`config.mk`:
```
export PLATFORM = sky130hd
export DESIGN_NAME = switch_irq_agg
export DESIGN_NICKNAME = d
export VERILOG_FILES = /design/src/shared/irq_agg_pkg.sv /design/src/core/switch_irq_agg.sv /design/src/core/dsp_irq_gen.sv
export SDC_FILE = /design/constraint.sdc
export NUM_CORES = 1
export LEC_CHECK = 0
export ABC_AREA = 1
export BUFFER_PORTS_ARGS = -buffer_cell sky130_fd_sc_hd__buf_2
export CORE_MARGIN = 3
export CORE_UTILIZATION = 30
export CTS_BUF_LIST = sky130_fd_sc_hd__clkbuf_4 sky130_fd_sc_hd__clkbuf_8
export DETAILED_ROUTE_END_ITERATION = 7
export GPL_TIMING_DRIVEN = 0
export PLACE_DENSITY = 0.55
export SLEW_MARGIN = 5
export SYNTH_ARGS = -nofsm -noshare
export SYNTH_HDL_FRONTEND = slang
export SYNTH_SLANG_ARGS = --single-unit
```
`constraint.sdc`:
```
create_clock -name mclk -period 7.2 [get_ports mclk]
set_input_delay 0.36 -clock mclk [delete_from_list [all_inputs] [get_ports mclk]]
set_output_delay 0.36 -clock mclk [all_outputs]
set_load 0.1 [all_outputs]
```
`src/shared/irq_agg_pkg.sv`:
```
// Package: constants and carrier types for switch interrupt aggregation
package irq_agg_pkg;
	localparam int NUM_DSP = 4;
	localparam int NUM_LINES = 4;
	localparam int DEV_W = 5;
	localparam logic [3:0] LINES_RESET = 4'h0;
	localparam logic [1:0] LINE_A = 2'h0;

	// Per-downstream-port configuration and status
	typedef struct packed {
		logic       msi_enable;
		logic       legacy_irq_disable;
		logic       hp_event;
		logic       hp_enable;
		logic       link_bw_mgmt_status;
		logic       link_bw_mgmt_irq_en;
		logic       link_autonomous_bw_status;
		logic       link_autonomous_bw_irq_en;
		logic       dl_up;
		logic       in_partition;
		logic [4:0] dev_num;
		logic [3:0] ext_intx;
	} dsp_cfg_s;

	// One-cycle message request toward the core / root
	typedef struct packed {
		logic       valid;
		logic       assert_msg;
		logic [1:0] line;
	} intx_msg_s;
endpackage

```
`src/core/switch_irq_agg.sv`:
```
// Top: per-partition interrupt generation and upstream INTx aggregation

// Operation
// - Unmasked rise with MSI enabled sends MSI
// - Legacy enabled rise requests Assert_INTA to core
// - Legacy enabled fall requests Deassert_INTA to core
// - Condition ends when sources masked or cleared
// - All port MSIs forwarded to upstream port
// - Sources: hot-plug and enabled bandwidth status
// - Port's own legacy interrupts use INTA only
// - Aggregated state kept per line per port
// - Upstream Assert_INTx on aggregate rising
// - Upstream Deassert_INTx on aggregate falling
// - Downstream bridges apply no line remap
// - Upstream remaps line y to (y+N) mod 4
// - Remap covers external and port interrupts
// - Link down or removal negates port wires
module switch_irq_agg
	import irq_agg_pkg::*;
(
	input  wire logic                  mclk,
	input  wire logic                  reset,
	input  wire dsp_cfg_s [NUM_DSP-1:0] dsp_cfg,
	output logic [NUM_DSP-1:0]         msi_fwd,
	output intx_msg_s [NUM_DSP-1:0]    core_req,
	output logic [NUM_DSP-1:0][3:0]    port_intx,
	output logic [3:0]                 up_intx,
	output intx_msg_s                  root_msg
);
	logic [NUM_DSP-1:0]      msi_req;
	logic [NUM_DSP-1:0]      own_inta;
	logic [NUM_DSP-1:0][3:0] next_port_intx;
	logic [3:0]              next_up_intx;
	logic [3:0]              root_pend;
	logic [1:0]              pick;
	logic                    pick_ok;

	// ==========================================================
	// Downstream port generators
	genvar g;
	generate
		for (g = 0; g < NUM_DSP; g++) begin : g_dsp
			dsp_irq_gen u_gen (
				.mclk     (mclk),
				.reset    (reset),
				.cfg      (dsp_cfg[g]),
				.msi_req  (msi_req[g]),
				.own_inta (own_inta[g]),
				.core_req (core_req[g])
			);
		end
	endgenerate

	// MSIs all target the root; software keeps the address sane
	always_ff @(posedge mclk) begin
		if (reset) begin
			msi_fwd <= '0;
		end else begin
			msi_fwd <= msi_req;
		end
	end

	// ==========================================================
	// Per-port wires and swizzle to upstream lines
	always_comb begin
		next_up_intx = LINES_RESET;
		for (int p = 0; p < NUM_DSP; p++) begin
			// No remap at the downstream bridge: device zero below
			next_port_intx[p] = dsp_cfg[p].ext_intx
				| {3'h0, own_inta[p]};
			if (!(dsp_cfg[p].dl_up && dsp_cfg[p].in_partition)) begin
				next_port_intx[p] = 4'h0;
			end
			for (int y = 0; y < NUM_LINES; y++) begin
				next_up_intx[2'(y + int'(dsp_cfg[p].dev_num))] =
					next_up_intx[2'(y + int'(dsp_cfg[p].dev_num))]
					| next_port_intx[p][y];
			end
		end
	end

	always_ff @(posedge mclk) begin
		if (reset) begin
			port_intx <= '0;
			up_intx   <= LINES_RESET;
		end else begin
			port_intx <= next_port_intx;
			up_intx   <= next_up_intx;
		end
	end

	// ==========================================================
	// Upstream message issue: one message per cycle, lowest line first.
	// A line toggling back before its message goes out cancels both.
	always_comb begin
		pick    = 2'h0;
		pick_ok = 1'b0;
		for (int y = NUM_LINES - 1; y >= 0; y--) begin
			if (root_pend[y]) begin
				pick    = 2'(y);
				pick_ok = 1'b1;
			end
		end
	end

	logic [3:0] sent_state;

	always_ff @(posedge mclk) begin
		if (reset) begin
			sent_state <= LINES_RESET;
			root_msg   <= '0;
		end else begin
			root_msg <= '0;
			if (pick_ok) begin
				sent_state[pick]    <= up_intx[pick];
				root_msg.valid      <= 1'b1;
				root_msg.assert_msg <= up_intx[pick];
				root_msg.line       <= pick;
			end
		end
	end

	assign root_pend = up_intx ^ sent_state;

	// ==========================================================
	// Upstream message checks
	// Line A wins the issue priority, so its edges go out next cycle
	AST_ASSERT_MSG: assert property (@(posedge mclk)
		disable iff (reset) root_msg.valid & root_msg.assert_msg
		|-> (($past(up_intx) >> root_msg.line) & 4'h1) == 4'h1)
		else $error("Assert_INTx without asserted aggregate");

	AST_DEASSERT_MSG: assert property (@(posedge mclk)
		disable iff (reset) root_msg.valid & !root_msg.assert_msg
		|-> (($past(up_intx) >> root_msg.line) & 4'h1) == 4'h0)
		else $error("Deassert_INTx without negated aggregate");

	AST_PEND_SERVED: assert property (@(posedge mclk)
		disable iff (reset) $rose(up_intx[0]) ##0 !root_pend[1]
		&& !root_pend[2] && !root_pend[3] |=> root_msg.valid)
		else $error("Aggregate change not reported");

	AST_FALL_SERVED: assert property (@(posedge mclk)
		disable iff (reset) $fell(up_intx[0])
		|=> root_msg.valid && !root_msg.assert_msg
		&& root_msg.line == 2'h0)
		else $error("Line A negation not reported");

	AST_NO_CHANGE_QUIET: assert property (@(posedge mclk)
		disable iff (reset) root_pend == 4'h0 |=> !root_msg.valid)
		else $error("Message without aggregate change");

	// ==========================================================
	// Per-port wire checks, on port 0 which sees device numbers 0 to 3
	AST_DOWN_CLEARS: assert property (@(posedge mclk)
		disable iff (reset) !dsp_cfg[0].dl_up |=> port_intx[0] == 4'h0)
		else $error("Down port keeps virtual wires");

	AST_OUT_CLEARS: assert property (@(posedge mclk)
		disable iff (reset)
		!dsp_cfg[0].in_partition |=> port_intx[0] == 4'h0)
		else $error("Removed port keeps virtual wires");

	AST_NO_DSP_REMAP: assert property (@(posedge mclk)
		disable iff (reset) dsp_cfg[0].dl_up & dsp_cfg[0].in_partition
		|=> port_intx[0][3:1] == $past(dsp_cfg[0].ext_intx[3:1]))
		else $error("Downstream bridge remapped a line");

	// ==========================================================
	// Swizzle and aggregation checks
	AST_SWIZZLE_DEV0: assert property (@(posedge mclk)
		disable iff (reset) dsp_cfg[0].dl_up & dsp_cfg[0].in_partition
		& dsp_cfg[0].dev_num == 5'h00 & dsp_cfg[0].ext_intx[2]
		|=> up_intx[2])
		else $error("Line C of device 0 not on upstream C");

	AST_SWIZZLE_DEV1: assert property (@(posedge mclk)
		disable iff (reset) dsp_cfg[0].dl_up & dsp_cfg[0].in_partition
		& dsp_cfg[0].dev_num == 5'h01 & dsp_cfg[0].ext_intx[3]
		|=> up_intx[0])
		else $error("Line D of device 1 not on upstream A");

	AST_SWIZZLE_DEV2: assert property (@(posedge mclk)
		disable iff (reset) dsp_cfg[0].dl_up & dsp_cfg[0].in_partition
		& dsp_cfg[0].dev_num == 5'h02 & dsp_cfg[0].ext_intx[0]
		|=> up_intx[2])
		else $error("Line A of device 2 not on upstream C");

	AST_SWIZZLE_DEV3: assert property (@(posedge mclk)
		disable iff (reset) dsp_cfg[0].dl_up & dsp_cfg[0].in_partition
		& dsp_cfg[0].dev_num == 5'h03 & dsp_cfg[0].ext_intx[1]
		|=> up_intx[0])
		else $error("Line B of device 3 not on upstream A");

	AST_OWN_SWIZZLED: assert property (@(posedge mclk)
		disable iff (reset) $past(dsp_cfg[2].dev_num[1:0]) == 2'h3
		& port_intx[2][0] |-> up_intx[3])
		else $error("Port own interrupt not swizzled");

	AST_UP_IS_OR: assert property (@(posedge mclk)
		disable iff (reset) port_intx != '0 |-> up_intx != 4'h0)
		else $error("Port wire missing from aggregate");

	AST_UP_HAS_SOURCE: assert property (@(posedge mclk)
		disable iff (reset) up_intx != 4'h0 |-> port_intx != '0)
		else $error("Aggregate set without a port wire");

	// ==========================================================
	// Generator output checks
	AST_CORE_LINE_A: assert property (@(posedge mclk)
		disable iff (reset) core_req[2].valid |-> core_req[2].line == LINE_A)
		else $error("Port legacy request not on line A");

	AST_CORE_LINE_A3: assert property (@(posedge mclk)
		disable iff (reset)
		core_req[3].valid |-> core_req[3].line == LINE_A)
		else $error("Port legacy request not on line A");

	AST_MSI_FORWARD: assert property (@(posedge mclk)
		disable iff (reset) msi_req[1] |=> msi_fwd[1])
		else $error("MSI not forwarded upstream");

	AST_MSI_PULSE: assert property (@(posedge mclk)
		disable iff (reset) msi_fwd[1] |=> !msi_fwd[1])
		else $error("MSI forwarded twice for one rise");
endmodule // switch_irq_agg

```
`src/core/dsp_irq_gen.sv`:
```
// Downstream port interrupt source and MSI/INTA generation
module dsp_irq_gen
	import irq_agg_pkg::*;
(
	input  wire logic     mclk,
	input  wire logic     reset,
	input  wire dsp_cfg_s cfg,
	output logic          msi_req,
	output logic          own_inta,
	output intx_msg_s     core_req
);
	logic cond;
	logic cond_q;
	logic live;

	// Condition holds while any unmasked source bit stays set
	assign cond = (cfg.hp_event & cfg.hp_enable)
		| (cfg.link_bw_mgmt_status & cfg.link_bw_mgmt_irq_en)
		| (cfg.link_autonomous_bw_status
			& cfg.link_autonomous_bw_irq_en);
	assign live = cfg.dl_up & cfg.in_partition;

	// ==========================================================
	// Edge tracking
	always_ff @(posedge mclk) begin
		if (reset) begin
			cond_q <= 1'b0;
		end else begin
			cond_q <= cond;
		end
	end

	// ==========================================================
	// Message requests
	always_ff @(posedge mclk) begin
		if (reset) begin
			msi_req  <= 1'b0;
			core_req <= '0;
		end else begin
			msi_req  <= cond & ~cond_q & cfg.msi_enable;
			core_req <= '0;
			if (!cfg.msi_enable && !cfg.legacy_irq_disable
				&& (cond != cond_q)) begin
				core_req.valid      <= 1'b1;
				core_req.assert_msg <= cond;
				core_req.line       <= LINE_A;
			end
		end
	end

	// Own virtual wire, line A only; dropped when the link goes down
	always_ff @(posedge mclk) begin
		if (reset) begin
			own_inta <= 1'b0;
		end else if (!live) begin
			own_inta <= 1'b0;
		end else if (!cfg.msi_enable && !cfg.legacy_irq_disable) begin
			own_inta <= cond;
		end else if (cfg.msi_enable || cfg.legacy_irq_disable) begin
			own_inta <= own_inta & ~cfg.legacy_irq_disable;
		end
	end

	AST_MSI_ON_RISE: assert property (@(posedge mclk)
		disable iff (reset) cond & ~cond_q & cfg.msi_enable |=> msi_req)
		else $error("MSI not raised on condition rise");
	AST_NO_INTA_DISABLED: assert property (@(posedge mclk)
		disable iff (reset)
		cfg.legacy_irq_disable | cfg.msi_enable |=> !core_req.valid)
		else $error("Legacy request while disabled");
	AST_DEASSERT_ON_FALL: assert property (@(posedge mclk)
		disable iff (reset)
		!cond & cond_q & !cfg.msi_enable & !cfg.legacy_irq_disable
		|=> core_req.valid & !core_req.assert_msg)
		else $error("Deassert request missing");
endmodule // dsp_irq_gen

```
## Word level (Yosys, flattened, before mapping)

Cells that the tools add are included.

| operators by class | value |
|---|---|
| bitwise gates (word level) | 75 |
| reduce and logical (&&, ||, !) cells | 54 |
| shifts and indexed selects | 0 |
| multipliers | 0 |
| order comparisons | 34 |
| multiplexer cells | 125 |
| div/mod/pow operators | 0 |
| $add $sub $neg | 12 |
| equality and inequality tests | 4 |

Operators with widths:

| operator | count |
|---|---|
| $bwmux W4 | 16 |
| $lt A2 B4 Y1 const B | 16 |
| $mux W1 | 62 |
| $mux W4 | 9 |
| $bmux W1 S2 | 17 |
| $demux W1 S2 | 17 |
| $ge A2 B1 Y1 const B | 17 |
| $logic_and A1 B1 Y1 | 29 |
| $and A1 B1 Y1 | 28 |
| $or A1 B1 Y1 | 24 |
| $reduce_or A2 Y1 | 9 |
| $not A1 Y1 | 17 |
| $add A2 B2 Y2 const A | 8 |
| $or A4 B1 Y4 | 4 |
| $add A1 B2 Y2 const A | 4 |
| $logic_not A1 Y1 | 8 |
| $mux W2 | 4 |
| $reduce_bool A2 Y1 | 4 |
| $and A4 B4 Y4 | 1 |
| $logic_or A1 B1 Y1 | 4 |
| $ne A1 B1 Y1 | 4 |
| $xor A4 B4 Y4 | 1 |
| $lt A2 B3 Y1 const B | 1 |

| word-level totals | value |
|---|---|
| input bits | 78 |
| output and inout port bits | 44 |
| bits in read-only memories | 0 |
| memories kept | 0 |
| word-level logic and storage cells | 338 |
| latch bits | 0 |
| register bits after elaboration | 60 |
| memory bits (writable) | 0 |

## Depth between registers and ports, before layout

| depth | value |
|---|---|
| word-level depth | 80 |
| mapped depth | 66 |
| mapped depth without buffers | 66 |

## By module

From an unflattened synthesis, not the netlist that was laid out.

| second synthesis, totals | value |
|---|---|
| cells, all modules | 640 |
| area total of the unflattened synthesis | 3,972.6 µm² |

Modules (own cells, without submodules):

| module | area an instance (µm²) | seq. area each (µm²) | cells an instance | times used |
|---|---|---|---|---|
| switch_irq_agg | 3,011.6 | 640.6 | 504 | 1 |
| dsp_irq_gen | 240.2 | 100.1 | 34 | 4 |

## Least setup slack after synthesis

Ideal clock, no wire load.

| timing path | value |
|---|---|
| kind | input to register |
| from | input dsp_cfg[4] (netlist bit) |
| to | register up_intx[3] |
| stages on the path | 66 |
| buffers on the path | 0 |
| path slack | 1,495 ps |
| arrival time | 5,592 ps |
| library setup time | 113 ps |
| data required time | 7,087 ps |
| path through | inv_2 > ha_1 > inv_1 > a21oi_1 > nand2_1 > nand2_1 > nand3_2 > nand4_1 > nand3_1 > nand3_1 > nand2_2 > nand3_1 > nand3_1 > nand2_1 > nand2_2 > nand3_1 > nand3_1 > nand2_1 > (+30 left out) > nand3_1 > nand3_1 > nand2_2 > nand3_1 > nand2_1 > nand2_1 > nand2_1 > nand4_1 > nand2_1 > nand2_1 > nand3_2 > nand4_1 > nand2_1 > nand2_1 > nand3_2 > nand2_1 > o21ai_1 > inv_1 |

| on the way | value |
|---|---|
| cells in the longest elaborated chain, start to end | 80 |
| elaborated cells on any way between the ends | 103 |
| classes of those cells | add/sub (3); order compare (8); mux (71); bitwise (17); reduce/logical (4) |

Ends and longest elaborated chain:

| element | RTL line | RTL |
|---|---|---|
| start, declared | switch_irq_agg.sv:23 | `input wire dsp_cfg_s [NUM_DSP-1:0] dsp_cfg,` |
| $lt A2 B4 Y1 (implied by the code) (tied with other cells) | switch_irq_agg.sv:75 | `next_up_intx[2'(y + int'(dsp_cfg[p].dev_num))] =` |
| $logic_and A1 B1 Y1 (implied by the code) / $mux W1 (equally long branches) | switch_irq_agg.sv:75, switch_irq_agg.sv:76 |  |
| $mux W1, on equally long branches | switch_irq_agg.sv:75, switch_irq_agg.sv:76 |  |
| $demux W1 S2 / $or A1 B1 Y1 (equally long branches) | switch_irq_agg.sv:75, switch_irq_agg.sv:77 |  |
| $and A4 B4 Y4 (no line) | - |  |
| $bmux W1 S2 | switch_irq_agg.sv:76 | `next_up_intx[2'(y + int'(dsp_cfg[p].dev_num))]` |
| $mux W1 (implied by the code) (2 in series) | switch_irq_agg.sv:76 |  |
| $or A1 B1 Y1 | switch_irq_agg.sv:77 | `\| next_port_intx[p][y];` |
| (+61 left out) | - |  |
| $bmux W1 S2 | switch_irq_agg.sv:76 |  |
| $mux W1 (implied by the code) (2 in series) | switch_irq_agg.sv:76 |  |
| $or A1 B1 Y1 | switch_irq_agg.sv:77 |  |
| $bwmux W4 (*) | switch_irq_agg.sv:75 |  |
| $bmux W1 S2 | switch_irq_agg.sv:76 |  |
| $mux W1 (implied by the code) (2 in series) | switch_irq_agg.sv:76 |  |
| $or A1 B1 Y1 | switch_irq_agg.sv:77 |  |
| $bwmux W4 (*) | switch_irq_agg.sv:75 |  |
| end signal, assigned | switch_irq_agg.sv:88 | `up_intx <= next_up_intx;` |
| end, declared | switch_irq_agg.sv:27 | `output logic [3:0] up_intx,` |

Every way passes the cells marked *; elsewhere a longest branch is shown, timed or not. The select of a mux whose other input is x is not followed.
A chain may end at the register's enable or synchronous reset.

## Worst setup path after layout

| timing path | value |
|---|---|
| from | input dsp_cfg[5] (netlist bit) |
| to | register up_intx[3] |

The elaborated chain is that of the path after synthesis.

==> impl_metrics.sql <==
INSERT INTO impl_metrics (metric_group, metric, value, unit) VALUES
('outcome', 'run_status', 'finished, final reports clean', ''),
('synth', 'netlist_top_cells_count', 'sky130_fd_sc_hd__nand2_1 (159), sky130_fd_sc_hd__nand3_1 (112), sky130_fd_sc_hd__inv_1 (79), sky130_fd_sc_hd__dfxtp_1 (52), sky130_fd_sc_hd__nor2_1 (50)', ''),
('timing', 'worst_slew_pin_slew', '939', 'ps'),
('clock_network', 'clk_pin_slew_worst_paths', '90', 'ps'),
('synth', 'netlist-cell-type-count', '30', ''),
('synth', 'postSynth.asyncResetShare', '0', '%'),
('drt', 'routedWlPerCell', '12.6', 'um'),
('worst_hold_path', 'min_path_type', 'input port to register', ''),
('placement', 'dpl.hpwl', '8910', 'um'),
('worst_hold_path', 'min-delay-start', 'dsp_cfg[36]', ''),
('cells_and_area', 'diodes', '0', ''),
('power_and_ir_drop', 'worst_ir_drop_vdd', '0.0000753', 'V'),
('drt', 'routed_wl', '11500', 'um'),
('power_and_ir_drop', 'clkPwrFrac', '17.1', '%'),
('setup_path', 'critPathLaunchType', 'input port', ''),
('synth', 'synth.yosys.warnings', '0', ''),
('drt', 'drt_iter0_markers', '285', ''),
('cells_and_area', 'nets', '848', ''),
('synth', 'yosysTopAreaCellShare', '27.1', '%'),
('job', 'timing.max_cap.violations', '0', ''),
('floorplanning', 'die_area', '14200', 'um^2'),
('floorplanning', 'fp.dieH', '119', 'um'),
('cells_and_area', 'flow.area_growth_from_synthesis', '32.3', '%'),
('placement', 'globalplace.congestion', '0.923', ''),
('worst_hold_path', 'worstHoldPathCells', '2', ''),
('setup_path', 'rr_worst_depth', '64', ''),
('drt', 'final_antenna_net_count', '0', ''),
('placement', 'buffer_ports.inserted', '100', ''),
('timing', 'fmax', '0.149', 'GHz'),
('synth', 'syn_inst', '616', ''),
('clock_network', 'cts_num_sinks', '52', ''),
('drt', 'viasPerCell', '4.85', ''),
('synth', 'syn_area', '3840', 'um^2'),
('setup_path', 'cp-end-kind', 'register', ''),
('clock_network', 'clock-root-buffer', 'sky130_fd_sc_hd__clkbuf_8', ''),
('power_and_ir_drop', 'comb_power_share', '48.9', '%'),
('clock_network', 'cts_inserted_buffers', '5', ''),
('setup_path', 'cp_peak_stage_delay', '280', 'ps'),
('setup_path', 'critical_path.reg2reg.endpoint', 'up_intx[3]', ''),
('cells_and_area', 'final_layout_size_suffix_gt1_share', '29.6', '%'),
('setup_path', 'timing.critical_path.mode_cell', 'sky130_fd_sc_hd__nand3_1', ''),
('clock_network', 'ctsHtreeMaxLevel', '2', ''),
('timing', 'setup_viol', '0', ''),
('cells_and_area', 'layout.filler_cells', '1334', ''),
('drt', 'drc', '0', ''),
('power_and_ir_drop', 'internal-power', '0.505', 'mW'),
('synth', 'number_of_synthesized_register_bits', '52', ''),
('floorplanning', 'die_w', '119', 'um'),
('setup_path', 'slowest_stage', 'sky130_fd_sc_hd__ha_1', ''),
('floorplanning', 'boundaryPins', '122', ''),
('clock_network', 'cts_tree', 'done', ''),
('clock_network', 'clock_path_buffers', '2', ''),
('clock_network', 'cts_hold_buf', '0', ''),
('drt', 'routed-via-count', '4416', ''),
('global_route', 'grt_max_degree', '16', ''),
('power_and_ir_drop', 'p_leak', '2.72', 'nW'),
('setup_path', 'crit_type', 'input port to register', ''),
('worst_hold_path', 'timing.hold.worst_endpoint', 'g_dsp[1].u_gen.core_req[3]', ''),
('synth', 'synth-seq-area-share', '27.1', '%'),
('setup_path', 'worstPathRequired', '7410', 'ps'),
('setup_path', 'cp_data_arrival_time', '6940', 'ps'),
('global_route', 'first_global_vias', '3964', ''),
('global_route', 'grt_first_pass_wirelength', '18100', 'um'),
('global_route', 'antenna_violations_before_repair', '0', ''),
('synth', 'yosys-top-cells-area', 'sky130_fd_sc_hd__dfxtp_1 (27%), sky130_fd_sc_hd__nand2_1 (16%), sky130_fd_sc_hd__nand3_1 (15%), sky130_fd_sc_hd__ha_1 (8.8%), sky130_fd_sc_hd__inv_1 (7.7%)', ''),
('synth', 'synth_most_common_cell', 'sky130_fd_sc_hd__nand2_1', ''),
('synth', 'avgSynthCellArea', '6.24', 'um^2'),
('timing', 'timing.final.crit_share', '93.4', '%'),
('power_and_ir_drop', 'power.switching_fraction', '45.7', '%'),
('timing', 'timing_hold_violations_final', '0', ''),
('setup_path', 'crit_reg_reg_startpoint', 'g_dsp[0].u_gen.own_inta', '');
-- registers in the layout, summed over array words and instances (netlist names) --
signal and flops:
up_intx 4, g_dsp.u_gen.own_inta 4, g_dsp.u_gen.core_req 8, g_dsp.u_gen.msi_req 4, sent_state 4, root_msg 4
port_intx 16, msi_fwd 4, g_dsp.u_gen.cond_q 4
-- through the flow --
stage	hold slack, ps	setup slack, ps	util (%)	total power [mW]	instance area (um^2)
floorplan	388	1500	-	0.649	3870
detailed placement	394	299	37.3	0.734	4580
CTS	255	610	38.0	0.896	4660
finish	270	475	41.5	0.930	5080
global route	268	-166	41.5	0.994	5080
global placement	394	415	37.3	0.731	4580
-- area by class of cell --
cell class | count | area (um^2) | share of cell area (%)
tap | 168 | 210 | 4.13
inverter | 90 | 350 | 6.89
sequential | 52 | 1040 | 20.5
clock buffer | 5 | 68.8 | 1.35
timing repair buffer | 113 | 619 | 12.2
clock inverter | 2 | 12.5 | 0.246
multi-input combinational | 464 | 2670 | 52.6
buffer | 17 | 108 | 2.12
-- power groups by stage --
stage               sequential [mW]  clock, mW  combinational (mW)
floorplan                     0.422          0               0.228
global placement              0.323          0               0.408
detailed placement            0.323          0               0.411
CTS                           0.316      0.167               0.413
global route                  0.318      0.176               0.500
finish                        0.316      0.159               0.455
-- how the worst max path moves through the flow --
stage               cells after the start         end  startpoint  slack (ps)
floorplan                              66  up_intx[3]  dsp_cfg[4]        1500
CTS                                    67  up_intx[2]  dsp_cfg[4]         610
global route                           65  up_intx[3]  dsp_cfg[5]        -170
finish                                 65  up_intx[3]  dsp_cfg[5]         480
detailed placement                     67  up_intx[2]  dsp_cfg[4]         300
global placement                       67  up_intx[2]  dsp_cfg[4]         420
-- metal layers --
layer	vias to the layer above	share of wire (%)	track usage, %
met3	19	6.2	2.33
met1	1985	45	19.9
met4	0	1.8	4.49
met5	-	0	0
li1	2257	-	-
met2	155	47	25.4
-- layout by cell type, fill, tap and decap left out, types with 5 or more instances in the layout --
| cell type | n |
|---|---|
| sky130_fd_sc_hd__ha_1 | 25 |
| sky130_fd_sc_hd__a21oi_1 | 28 |
| sky130_fd_sc_hd__nor3_1 | 6 |
| sky130_fd_sc_hd__nand3_2 | 43 |
| sky130_fd_sc_hd__buf_4 | 21 |
| sky130_fd_sc_hd__nand4_1 | 22 |
| sky130_fd_sc_hd__inv_2 | 7 |
| sky130_fd_sc_hd__buf_2 | 103 |
| sky130_fd_sc_hd__inv_1 | 76 |
| sky130_fd_sc_hd__o21ai_0 | 11 |
| sky130_fd_sc_hd__nand2_1 | 146 |
| sky130_fd_sc_hd__nand3_1 | 73 |
| sky130_fd_sc_hd__conb_1 | 8 |
| sky130_fd_sc_hd__a21o_1 | 8 |
| sky130_fd_sc_hd__clkbuf_8 | 5 |
| sky130_fd_sc_hd__nand2_2 | 21 |
| sky130_fd_sc_hd__dfxtp_1 | 51 |
| sky130_fd_sc_hd__nor2_1 | 48 |
-- kinds of logic (layout without fill, tap and decap cells) --
logic type | count (synthesis) | in the layout | share of synthesized area, %
AND/OR/NAND/NOR | 367 | 367 | 42.7
buffers and inverters | 107 | 227 | 11.6
AO/OA/AOI/OAI | 58 | 58 | 8.79
flip-flops | 52 | 52 | 27.1
adder cells (fa/ha/maj) | 27 | 27 | 8.79
XOR/XNOR | 4 | 4 | 0.912
other | 1 | 8 | 0.0976
-- worst max-delay path, delay by kind of cell --
kind            cells  cell delay (ps)
buf+inv             5              380
fa+ha+maj           1              280
simple gates       56             5320
compound gates      3              580
-- what timing repair did --
action                                  4_1_cts  5_1_grt
setup buffers                                 0       13
endpoints found under the setup margin        0        4
resized for setup                             0       82
Note: power is estimated with default switching activity, not from simulation.
